==> src/spr_defs.vh <==
// Offsets, fields, reset values and frame constants of the serial line router
`ifndef SPR_DEFS_VH
`define SPR_DEFS_VH

// ****************************************
// Register byte offsets
// ****************************************
`define SPR_A_CFG      8'h00
`define SPR_A_PINSEL   8'h04
`define SPR_A_MASK     8'h08
`define SPR_A_ROUTE    8'h0c
`define SPR_A_STATUS   8'h10

// ****************************************
// Reset values and writable bits
// ****************************************
`define SPR_CFG_RST    32'h00000000
`define SPR_CFG_WM     32'h00000337
`define SPR_PSEL_RST   32'h00000000
`define SPR_PSEL_WM    32'h00007f7f
`define SPR_MASK_RST   32'h0000ffff
`define SPR_MASK_WM    32'h0000ffff
`define SPR_ROUTE_RST  32'h0000003f
`define SPR_ROUTE_WM   32'h0000003f

// ****************************************
// Field positions
// ****************************************
`define SPR_CFG_MUX    0
`define SPR_CFG_BUS    4
`define SPR_CFG_ECHO   8
`define SPR_CFG_LOOP   9
`define SPR_RT_D       0
`define SPR_RT_B1      2
`define SPR_RT_B2      4

// ****************************************
// Bus types, channel codes, frame
// ****************************************
`define SPR_BUS_PCM    2'h0
`define SPR_BUS_LINK   2'h1
`define SPR_BUS_CIRC   2'h2
`define SPR_CH_B1      3'h0
`define SPR_CH_B2      3'h1
`define SPR_CH_D       3'h2
`define SPR_CH_A       3'h3
`define SPR_CH_M       3'h4
`define SPR_RT_NONE    2'h3
`define SPR_FRAME_LAST 5'h13
`define SPR_FRAME_US   125
`define SPR_RESP_OK    2'h0
`define SPR_RESP_ERR   2'h2

`endif

==> src/spr_router.v <==
// Serial line router: controller pin mux, shared time-slot bus and register slave
`timescale 1ns/1ps
`default_nettype none
`include "spr_defs.vh"

module spr_router (
	input  wire        clk,
	input  wire        rstn,
	input  wire        s_axi_awvalid,
	output wire        s_axi_awready,
	input  wire [7:0]  s_axi_awaddr,
	input  wire        s_axi_wvalid,
	output wire        s_axi_wready,
	input  wire [31:0] s_axi_wdata,
	input  wire [3:0]  s_axi_wstrb,
	output reg         s_axi_bvalid,
	input  wire        s_axi_bready,
	output reg  [1:0]  s_axi_bresp,
	input  wire        s_axi_arvalid,
	output wire        s_axi_arready,
	input  wire [7:0]  s_axi_araddr,
	output reg         s_axi_rvalid,
	input  wire        s_axi_rready,
	output reg  [31:0] s_axi_rdata,
	output reg  [1:0]  s_axi_rresp,
	input  wire [2:0]  scc_txd,
	input  wire [2:0]  scc_rts,
	input  wire [2:0]  scc_brg,
	input  wire [2:0]  scc_dreq,
	output wire [2:0]  scc_rxd,
	output wire [2:0]  scc_rclk,
	output wire [2:0]  scc_tclk,
	output wire [2:0]  scc_cts,
	output wire [2:0]  scc_cd,
	output reg  [2:0]  scc_dcoll,
	input  wire [1:0]  mgmt_txd,
	output reg  [1:0]  mgmt_rxd,
	output reg  [1:0]  mgmt_rstb,
	output reg  [1:0]  mgmt_tstb,
	input  wire [20:0] pin_i,
	output reg  [20:0] pin_o,
	output reg  [20:0] pin_oen,
	input  wire [13:0] alt_o,
	input  wire [13:0] alt_oen,
	output wire [13:0] alt_i,
	output wire [2:0]  baud_clock_out,
	output reg         first_bearer_strobe,
	output reg         second_bearer_strobe
);

	// ****************************************
	// Helpers
	// ****************************************
	function [31:0] wmerge(input [31:0] o, input [31:0] d, input [3:0] s);
		integer b;
		begin
			wmerge = o;
			for (b = 0; b < 4; b = b + 1) begin
				if (s[b])
					wmerge[8*b +: 8] = d[8*b +: 8];
			end
		end
	endfunction

	function known(input [7:0] a);
		begin
			known = (a == `SPR_A_CFG) || (a == `SPR_A_PINSEL) || (a == `SPR_A_MASK) ||
				(a == `SPR_A_ROUTE) || (a == `SPR_A_STATUS);
		end
	endfunction

	// Slot layout of the 20-bit frame, two 10-bit halves per frame
	function [2:0] slot(input [4:0] n);
		begin
			if (n < 5'h08)
				slot = `SPR_CH_B1;
			else if (n == 5'h08 || n == 5'h12)
				slot = `SPR_CH_D;
			else if (n == 5'h09)
				slot = `SPR_CH_A;
			else if (n < 5'h12)
				slot = `SPR_CH_B2;
			else
				slot = `SPR_CH_M;
		end
	endfunction

	function men(input [4:0] n, input [15:0] m);
		reg [4:0] j;
		begin
			j = n - 5'h0a;
			if (n < 5'h08)
				men = m[n[2:0]];
			else if (n >= 5'h0a && n < 5'h12)
				men = m[{1'b1, j[2:0]}];
			else
				men = 1'b1;
		end
	endfunction

	// One-hot controller owning a channel; zero if unrouted or not on the bus
	function [2:0] hot(input [2:0] ch, input [5:0] r, input [2:0] e);
		reg [1:0] x;
		begin
			case (ch)
				`SPR_CH_B1: x = r[`SPR_RT_B1 +: 2];
				`SPR_CH_B2: x = r[`SPR_RT_B2 +: 2];
				`SPR_CH_D: x = r[`SPR_RT_D +: 2];
				default: x = `SPR_RT_NONE;
			endcase
			hot = (x == `SPR_RT_NONE) ? 3'h0 : ((3'h1 << x) & e);
		end
	endfunction

	// ****************************************
	// Registers
	// ****************************************
	reg  [31:0] cfg_reg;
	reg  [31:0] psel_reg;
	reg  [31:0] mask_reg;
	reg  [31:0] route_reg;
	reg         aw_h;
	reg         w_h;
	reg  [7:0]  aw_a;
	reg  [31:0] w_d;
	reg  [3:0]  w_s;
	wire [2:0]  mux_sel = cfg_reg[`SPR_CFG_MUX +: 3];
	wire [1:0]  bus = cfg_reg[`SPR_CFG_BUS +: 2];
	wire        echo = cfg_reg[`SPR_CFG_ECHO];
	wire        loop = cfg_reg[`SPR_CFG_LOOP];
	// Others may only join once the first is on the bus
	wire [2:0]  em = {mux_sel[2] & mux_sel[0], mux_sel[1] & mux_sel[0], mux_sel[0]};
	wire        bad = (|mux_sel[2:1]) & ~mux_sel[0];
	wire [5:0]  rt = route_reg[5:0];
	wire [15:0] mk = mask_reg[15:0];
	wire        req;
	reg  [4:0]  cnt;
	reg         act;
	reg         gnt_reg;

	assign s_axi_awready = ~aw_h;
	assign s_axi_wready = ~w_h;
	assign s_axi_arready = ~s_axi_rvalid;

	always @(posedge clk or negedge rstn) begin
		if (!rstn) begin
			cfg_reg <= `SPR_CFG_RST;
			psel_reg <= `SPR_PSEL_RST;
			mask_reg <= `SPR_MASK_RST;
			route_reg <= `SPR_ROUTE_RST;
			aw_h <= 1'b0;
			w_h <= 1'b0;
			aw_a <= 8'h00;
			w_d <= 32'h00000000;
			w_s <= 4'h0;
			s_axi_bvalid <= 1'b0;
			s_axi_bresp <= `SPR_RESP_OK;
			s_axi_rvalid <= 1'b0;
			s_axi_rdata <= 32'h00000000;
			s_axi_rresp <= `SPR_RESP_OK;
		end else begin
			if (s_axi_awvalid && !aw_h) begin
				aw_h <= 1'b1;
				aw_a <= s_axi_awaddr;
			end
			if (s_axi_wvalid && !w_h) begin
				w_h <= 1'b1;
				w_d <= s_axi_wdata;
				w_s <= s_axi_wstrb;
			end
			if (s_axi_bvalid && s_axi_bready)
				s_axi_bvalid <= 1'b0;
			if (aw_h && w_h && !s_axi_bvalid) begin
				aw_h <= 1'b0;
				w_h <= 1'b0;
				s_axi_bvalid <= 1'b1;
				s_axi_bresp <= known(aw_a) ? `SPR_RESP_OK : `SPR_RESP_ERR;
				case (aw_a)
					`SPR_A_CFG: cfg_reg <= wmerge(cfg_reg, w_d, w_s) & `SPR_CFG_WM;
					`SPR_A_PINSEL: psel_reg <= wmerge(psel_reg, w_d, w_s) & `SPR_PSEL_WM;
					`SPR_A_MASK: mask_reg <= wmerge(mask_reg, w_d, w_s) & `SPR_MASK_WM;
					`SPR_A_ROUTE: route_reg <= wmerge(route_reg, w_d, w_s) & `SPR_ROUTE_WM;
					default: ;
				endcase
			end
			if (s_axi_rvalid && s_axi_rready)
				s_axi_rvalid <= 1'b0;
			if (s_axi_arvalid && !s_axi_rvalid) begin
				s_axi_rvalid <= 1'b1;
				s_axi_rresp <= known(s_axi_araddr) ? `SPR_RESP_OK : `SPR_RESP_ERR;
				case (s_axi_araddr)
					`SPR_A_CFG: s_axi_rdata <= cfg_reg;
					`SPR_A_PINSEL: s_axi_rdata <= psel_reg;
					`SPR_A_MASK: s_axi_rdata <= mask_reg;
					`SPR_A_ROUTE: s_axi_rdata <= route_reg;
					`SPR_A_STATUS: s_axi_rdata <= {23'h0, bad, req, gnt_reg, act, cnt};
					default: s_axi_rdata <= 32'h00000000;
				endcase
			end
		end
	end

	// ****************************************
	// Pin synchronisers
	// ****************************************
	reg [20:0] pa_reg;
	reg [20:0] sp;
	always @(posedge clk or negedge rstn) begin
		if (!rstn) begin
			pa_reg <= 21'h000000;
			sp <= 21'h000000;
		end else begin
			pa_reg <= pin_i;
			sp <= pa_reg;
		end
	end
	assign alt_i = sp[20:7];

	// ****************************************
	// Shared bus engine on the first pin set
	// ****************************************
	// The far end owns the bit clock; we only follow its edges
	wire       lrx = sp[2];
	wire       lclk = sp[3];
	wire       lgr = sp[5];
	wire       lsy = sp[6];
	reg        lq;
	reg        tx_bit;
	reg        tx_en;
	reg  [2:0] rx_o;
	reg  [2:0] rstb;
	reg  [2:0] tstb;
	wire       rise = em[0] & lclk & ~lq;
	wire       fall = em[0] & ~lclk & lq;
	wire [4:0] c = lsy ? 5'h00 : cnt;
	wire [2:0] ch_r = slot(c);
	wire [2:0] oh_r = hot(ch_r, rt, em);
	wire       en_r = men(c, mk);
	wire       act_n = lsy | act;
	wire       gnt_n = lsy ? lgr : gnt_reg;
	wire [2:0] ch_f = slot(cnt);
	wire [2:0] oh_f = hot(ch_f, rt, em);
	wire       rxb = loop ? (tx_en ? tx_bit : 1'b1) : lrx;
	wire       d_ok = gnt_n & lgr & req;
	wire       mg_r = (ch_r == `SPR_CH_A) | (ch_r == `SPR_CH_M);
	wire       src = (ch_r == `SPR_CH_M) ? mgmt_txd[0] :
		(ch_r == `SPR_CH_A) ? mgmt_txd[1] : |(scc_txd & oh_r);
	wire       drive = act_n & en_r &
		((ch_r == `SPR_CH_D) ? d_ok : ((|oh_r) | mg_r));

	assign req = em[0] & |(scc_dreq & hot(`SPR_CH_D, rt, em));

	always @(posedge clk or negedge rstn) begin
		if (!rstn) begin
			lq <= 1'b0;
			cnt <= 5'h00;
			act <= 1'b0;
			gnt_reg <= 1'b0;
			tx_bit <= 1'b1;
			tx_en <= 1'b0;
			rx_o <= 3'h0;
			rstb <= 3'h0;
			tstb <= 3'h0;
			scc_dcoll <= 3'h0;
			mgmt_rxd <= 2'h0;
			mgmt_rstb <= 2'h0;
			mgmt_tstb <= 2'h0;
			first_bearer_strobe <= 1'b0;
			second_bearer_strobe <= 1'b0;
		end else begin
			lq <= lclk;
			rstb <= 3'h0;
			tstb <= 3'h0;
			scc_dcoll <= 3'h0;
			mgmt_rstb <= 2'h0;
			mgmt_tstb <= 2'h0;
			if (!em[0]) begin
				act <= 1'b0;
				tx_en <= 1'b0;
				first_bearer_strobe <= 1'b0;
				second_bearer_strobe <= 1'b0;
			end else if (rise) begin
				if (lsy) begin
					cnt <= 5'h00;
					act <= 1'b1;
					gnt_reg <= lgr;
				end
				if (ch_r == `SPR_CH_D && gnt_n && req && !lgr) begin
					gnt_reg <= 1'b0;
					scc_dcoll <= oh_r;
				end
				if (echo) begin
					tx_bit <= lrx;
					tx_en <= act_n;
				end else begin
					tx_bit <= src;
					tx_en <= drive;
					tstb <= drive ? oh_r : 3'h0;
					mgmt_tstb <= {drive & (ch_r == `SPR_CH_A), drive & (ch_r == `SPR_CH_M)};
				end
				first_bearer_strobe <= act_n & en_r & (ch_r == `SPR_CH_B1);
				second_bearer_strobe <= act_n & en_r & (ch_r == `SPR_CH_B2);
			end else if (fall && act) begin
				if (men(cnt, mk)) begin
					rx_o <= (rx_o & ~oh_f) | ({3{rxb}} & oh_f);
					rstb <= oh_f;
					if (ch_f == `SPR_CH_M) begin
						mgmt_rxd[0] <= rxb;
						mgmt_rstb[0] <= 1'b1;
					end
					if (ch_f == `SPR_CH_A) begin
						mgmt_rxd[1] <= rxb;
						mgmt_rstb[1] <= 1'b1;
					end
				end
				cnt <= cnt + 5'h01;
				if (cnt == `SPR_FRAME_LAST) begin
					act <= 1'b0;
					tx_en <= 1'b0;
					first_bearer_strobe <= 1'b0;
					second_bearer_strobe <= 1'b0;
				end
			end
		end
	end

	// ****************************************
	// Pin ownership
	// ****************************************
	// Bus-side pins use the first set; open-drain style on the circuit bus
	wire       ltx_o = (bus == `SPR_BUS_CIRC) ? 1'b0 : tx_bit;
	wire       ltx_oen = (bus == `SPR_BUS_CIRC) ? ~(tx_en & ~tx_bit) : ~tx_en;
	wire [20:0] own = {psel_reg[14:8], psel_reg[6:0], 7'h7f};
	integer k;
	integer p;
	integer ix;
	always @* begin
		pin_o = 21'h000000;
		pin_oen = 21'h1fffff;
		for (k = 0; k < 3; k = k + 1) begin
			for (p = 0; p < 7; p = p + 1) begin
				ix = k * 7 + p;
				if (k == 0 && em[0]) begin
					if (p == 0) begin
						pin_o[ix] = ltx_o;
						pin_oen[ix] = ltx_oen;
					end else if (p == 1) begin
						pin_o[ix] = scc_brg[0];
						pin_oen[ix] = 1'b0;
					end else if (p == 4) begin
						pin_o[ix] = req;
						pin_oen[ix] = 1'b0;
					end
				end else if (k > 0 && (!own[ix] || (em[k] && p != 1))) begin
					pin_o[ix] = alt_o[ix - 7];
					pin_oen[ix] = alt_oen[ix - 7];
				end else if (em[k]) begin
					pin_o[ix] = scc_brg[k];
					pin_oen[ix] = 1'b0;
				end else if (p == 0) begin
					pin_o[ix] = scc_txd[k];
					pin_oen[ix] = 1'b0;
				end else if (p == 4) begin
					pin_o[ix] = scc_rts[k];
					pin_oen[ix] = 1'b0;
				end
			end
		end
	end

	// ****************************************
	// Controller side
	// ****************************************
	genvar g;
	generate
		for (g = 0; g < 3; g = g + 1) begin : ctl
			assign scc_rxd[g] = em[g] ? rx_o[g] : sp[g*7+2];
			assign scc_rclk[g] = em[g] ? rstb[g] : sp[g*7+3];
			assign scc_tclk[g] = em[g] ? tstb[g] : sp[g*7+1];
			assign scc_cts[g] = em[g] | sp[g*7+5];
			assign scc_cd[g] = em[g] | sp[g*7+6];
			assign baud_clock_out[g] = em[g] ? 1'b0 : scc_brg[g];
		end
	endgenerate

endmodule
`default_nettype wire

==> config.mk <==
export PLATFORM = sky130hd
export DESIGN_NAME = spr_router
export DESIGN_NICKNAME = d
export VERILOG_FILES = /design/src/spr_router.v
export VERILOG_INCLUDE_DIRS = /design/src
export SDC_FILE = /design/constraint.sdc
export NUM_CORES = 1
export LEC_CHECK = 0
export ABC_AREA = 1
export ABC_CLOCK_PERIOD_IN_PS = 2050
export BUFFER_PORTS_ARGS = -buffer_cell sky130_fd_sc_hd__buf_2
export CAP_MARGIN = 20
export CORE_ASPECT_RATIO = 0.5
export CORE_MARGIN = 2
export CORE_UTILIZATION = 51
export CTS_CLUSTER_SIZE = 8
export DETAILED_ROUTE_END_ITERATION = 8
export PLACE_DENSITY = 0.79
export SYNTH_ARGS = -nofsm -noshare
export SYNTH_HDL_FRONTEND = slang
export SYNTH_SLANG_ARGS = --single-unit
export TNS_END_PERCENT = 100
==> constraint.sdc <==
create_clock -name clk -period 2.05 [get_ports clk]
set_input_delay 0.1025 -clock clk [delete_from_list [all_inputs] [get_ports clk]]
set_output_delay 0.1025 -clock clk [all_outputs]
set_load 0.02 [all_outputs]
==> out/metrics.cfg <==
[place]
placed_cells=1313
place_area_um2=8850
place.gp.congestion=0.936
dp_hpwl_mm=16.1
port_buffers=200

[sta]
finalSetupTns_ns=0
setup_violations=0
finalClockSkew_ns=0.0106
min_period_over_period_pct=95.9
fmax_mhz=509
fin_crit_ns=1.97
finalHoldViolCount=0
rsz0062_at_grt=true
report.final.slew_viol_count=0

[detailed_routing]
vias=7207
dr.pass1.iters=5
drt_drc_violations_left=0
final_antenna_net_count=0
wire_per_inst_um=16.2
drtIter0Drc=654
wl_mm=22.6
vias_per_cell=5.15

[die]
initial_utilization_pct=52.4
coreArea_um2=14500
io_pins=248
die_w_um=177
die_area_um2=15900
rows=31
die_y_um=90.3

[setup_path]
critPathTopFamily=buffers and inverters
crit_arrival_ns=1.86
cpPeakStageDelay_ns=0.41
required_ns=1.95
worstSetupPathDepth=7
crit_buf_inv=4
endpoint_kind=primary output
crit_chain=buf_6 -> nand2_2 -> inv_1 -> buf_8 -> nor2_4 -> mux2_2 -> buf_4
critical_path_class=flip-flop to primary output
critPathMaxFanout=8
setup.worst_path.start_class=flip-flop
reg2reg_depth=16
reg2reg_slack_ns=0.10
crit_path_top_delay_cell=dfrtp_1

[synth]
ys_ff_latch=159
yosysMostFrequentCell=nand2_1
yosysTopAreaCell=dfrtp_1
async_flop_share_pct=100
synth.area.top_cells=dfrtp_1, nand2_1, dfstp_2
syn-instance-count=916
yosysUniqueCellTypes=41
avgSynthCellArea_um2=8.29
netlist_area_um2=7600
yosysSeqAreaShare_pct=52.8
yosysWarnings=0
synth_common_cells=nand2_1, dfrtp_1, inv_1
synthFlopType=dfrtp_1
synth_top_cell_area_share_pct=44.8
synth_edf_count=0

[grt]
antenna_found_initial=0
grt_pass1_wl_mm=35.9
gr-usage-all-layers_pct=29.3
grt_pass1_vias=6867
grt_max_degree=52
gr-total-overflow=0

[layout]
antennaDiodeCount=0
drive_above_1_share_pct=32.0
area_delta_synth_final_pct=34.1
stdcell_count=1400
final_net_count=1317
fin_area_um2=10200

[clocking]
clockBufferDepth=2
clk_pin_slew_worst_paths_ns=0.06
h-tree-depth=4
cts-root-buf=clkbuf_16
cts_buffers=17
cts_tree=yes
clock_sinks=159
insertion_delay_ns=0.43

[hold_path]
min_path_cells=5
hold_path.class=input pin to flip-flop

[job]
max_cap_violations=0

[outcome]
outcome=finished clean

[pwr]
ir_drop_mv=0.874
power.density_nw_per_um2=949
p_leak_nw=5.24

worst register-to-register path, stage by stage (launching register included):
cell and delay (ns):
dfrtp_2 0.45, buf_12 0.15, ha_4 0.15, inv_2 0.06, nor2_4 0.04, nand2_2 0.10, nand2_4 0.08, nor2_4 0.12
nand2_2 0.08, nor2_4 0.11, nand2_1 0.07, nand3_2 0.09, inv_1 0.07, nor2_2 0.10, nand2_1 0.08, nand2_1 0.07
nand2_1 0.05
metal layers:
| metal | track usage, % | vias to the layer above | part of all wire [%] |
|---|---|---|---|
| met4 | 7.64 | 0 | 1.6 |
| met5 | 0 | - | 0 |
| li1 | - | 3402 | - |
| met1 | 39.6 | 3454 | 43 |
| met2 | 47.1 | 316 | 47 |
| met3 | 7.87 | 35 | 8.3 |
stage by stage:
stage	total power [mW]	setup WS, ns	utilization [%]	hold WS [ns]
2_1_floorplan	5.49	0.180	-	-0.193
4_1_cts	9.51	0.0107	68.4	0.0508
5_1_grt	10.2	-0.108	70.2	0.0765
3_3_place_gp	6.24	0.177	61.0	0.0646
6_report	9.67	0.0850	70.2	0.0669
3_5_place_dp	6.32	0.0787	61.0	0.0705
layout make-up:
cell class,count,area [um2]
well taps,198,248
repair buffers,289,1850
clock buffers,20,447
fillers,1121,4320
multi-input cells,598,3030
inverters,124,475
clock inverters,12,128
flip-flops and latches,159,4010
layout by cell type (no fill, tap or decap), types with 8 or more instances in the layout:
| master | Yosys | routed |
|---|---|---|
| nand2_1 | 212 | 203 |
| buf_2 | 2 | 198 |
| dfrtp_1 | 136 | 133 |
| inv_1 | 113 | 111 |
| o21ai_0 | 91 | 91 |
| nor2_1 | 107 | 83 |
| dlygate4sd3_1 | 0 | 48 |
| buf_4 | 43 | 37 |
| a21oi_1 | 34 | 33 |
| conb_1 | 2 | 27 |
| nand3_1 | 31 | 23 |
| dfstp_2 | 23 | 23 |
| nor2_2 | 3 | 18 |
| clkbuf_16 | 0 | 17 |
| or2_2 | 13 | 13 |
| o22ai_1 | 13 | 13 |
| nand4_1 | 11 | 11 |
| mux2_2 | 12 | 11 |
| nand2_2 | 3 | 9 |
| nor2_4 | 0 | 9 |
| inv_2 | 8 | 8 |
| nand3_2 | 1 | 8 |
report_power, final:
group	internal, mW	switching, mW
Combinational	0.892	1.57
Clock	1.74	1.35
Sequential	3.71	0.396
cells by family (layout without fill, tap and decap cells):
logic type / after synthesis / count (layout) / synth area share [%]
AOI/OAI and AO/OA: 158 / 158 / 11.3
xor gates and xnor gates: 2 / 2 / 0.231
DFF: 159 / 159 / 52.8
adders and majority gates: 6 / 6 / 0.988
muxes: 12 / 12 / 1.78
other: 2 / 27 / 0.0989
buffers and inverters: 184 / 445 / 11.3
and+or+nand+nor: 393 / 393 / 21.6
timing repair:
| action | 4_1_cts | 5_1_grt |
|---|---|---|
| setup endpoints to repair | 3 | 26 |
| gates resized for setup | 7 | 63 |
| endpoints found under the hold margin | 95 | 0 |
| pin swaps | 0 | 11 |
| setup buffers | 0 | 7 |
| hold buffers | 48 | 0 |
worst paths after layout:
check | from | end
min | mgmt_txd[0] | tx_bit
max reg2reg | cnt[1] | flip-flop
max in group asynchronous | rstn | mask_reg[3]
min in group asynchronous | rstn | sp[18]
max | cfg_reg[0] | pin_o[7]
min reg2reg | pa_reg[19] | sp[19]
Power figures use the tool's default switching activity.
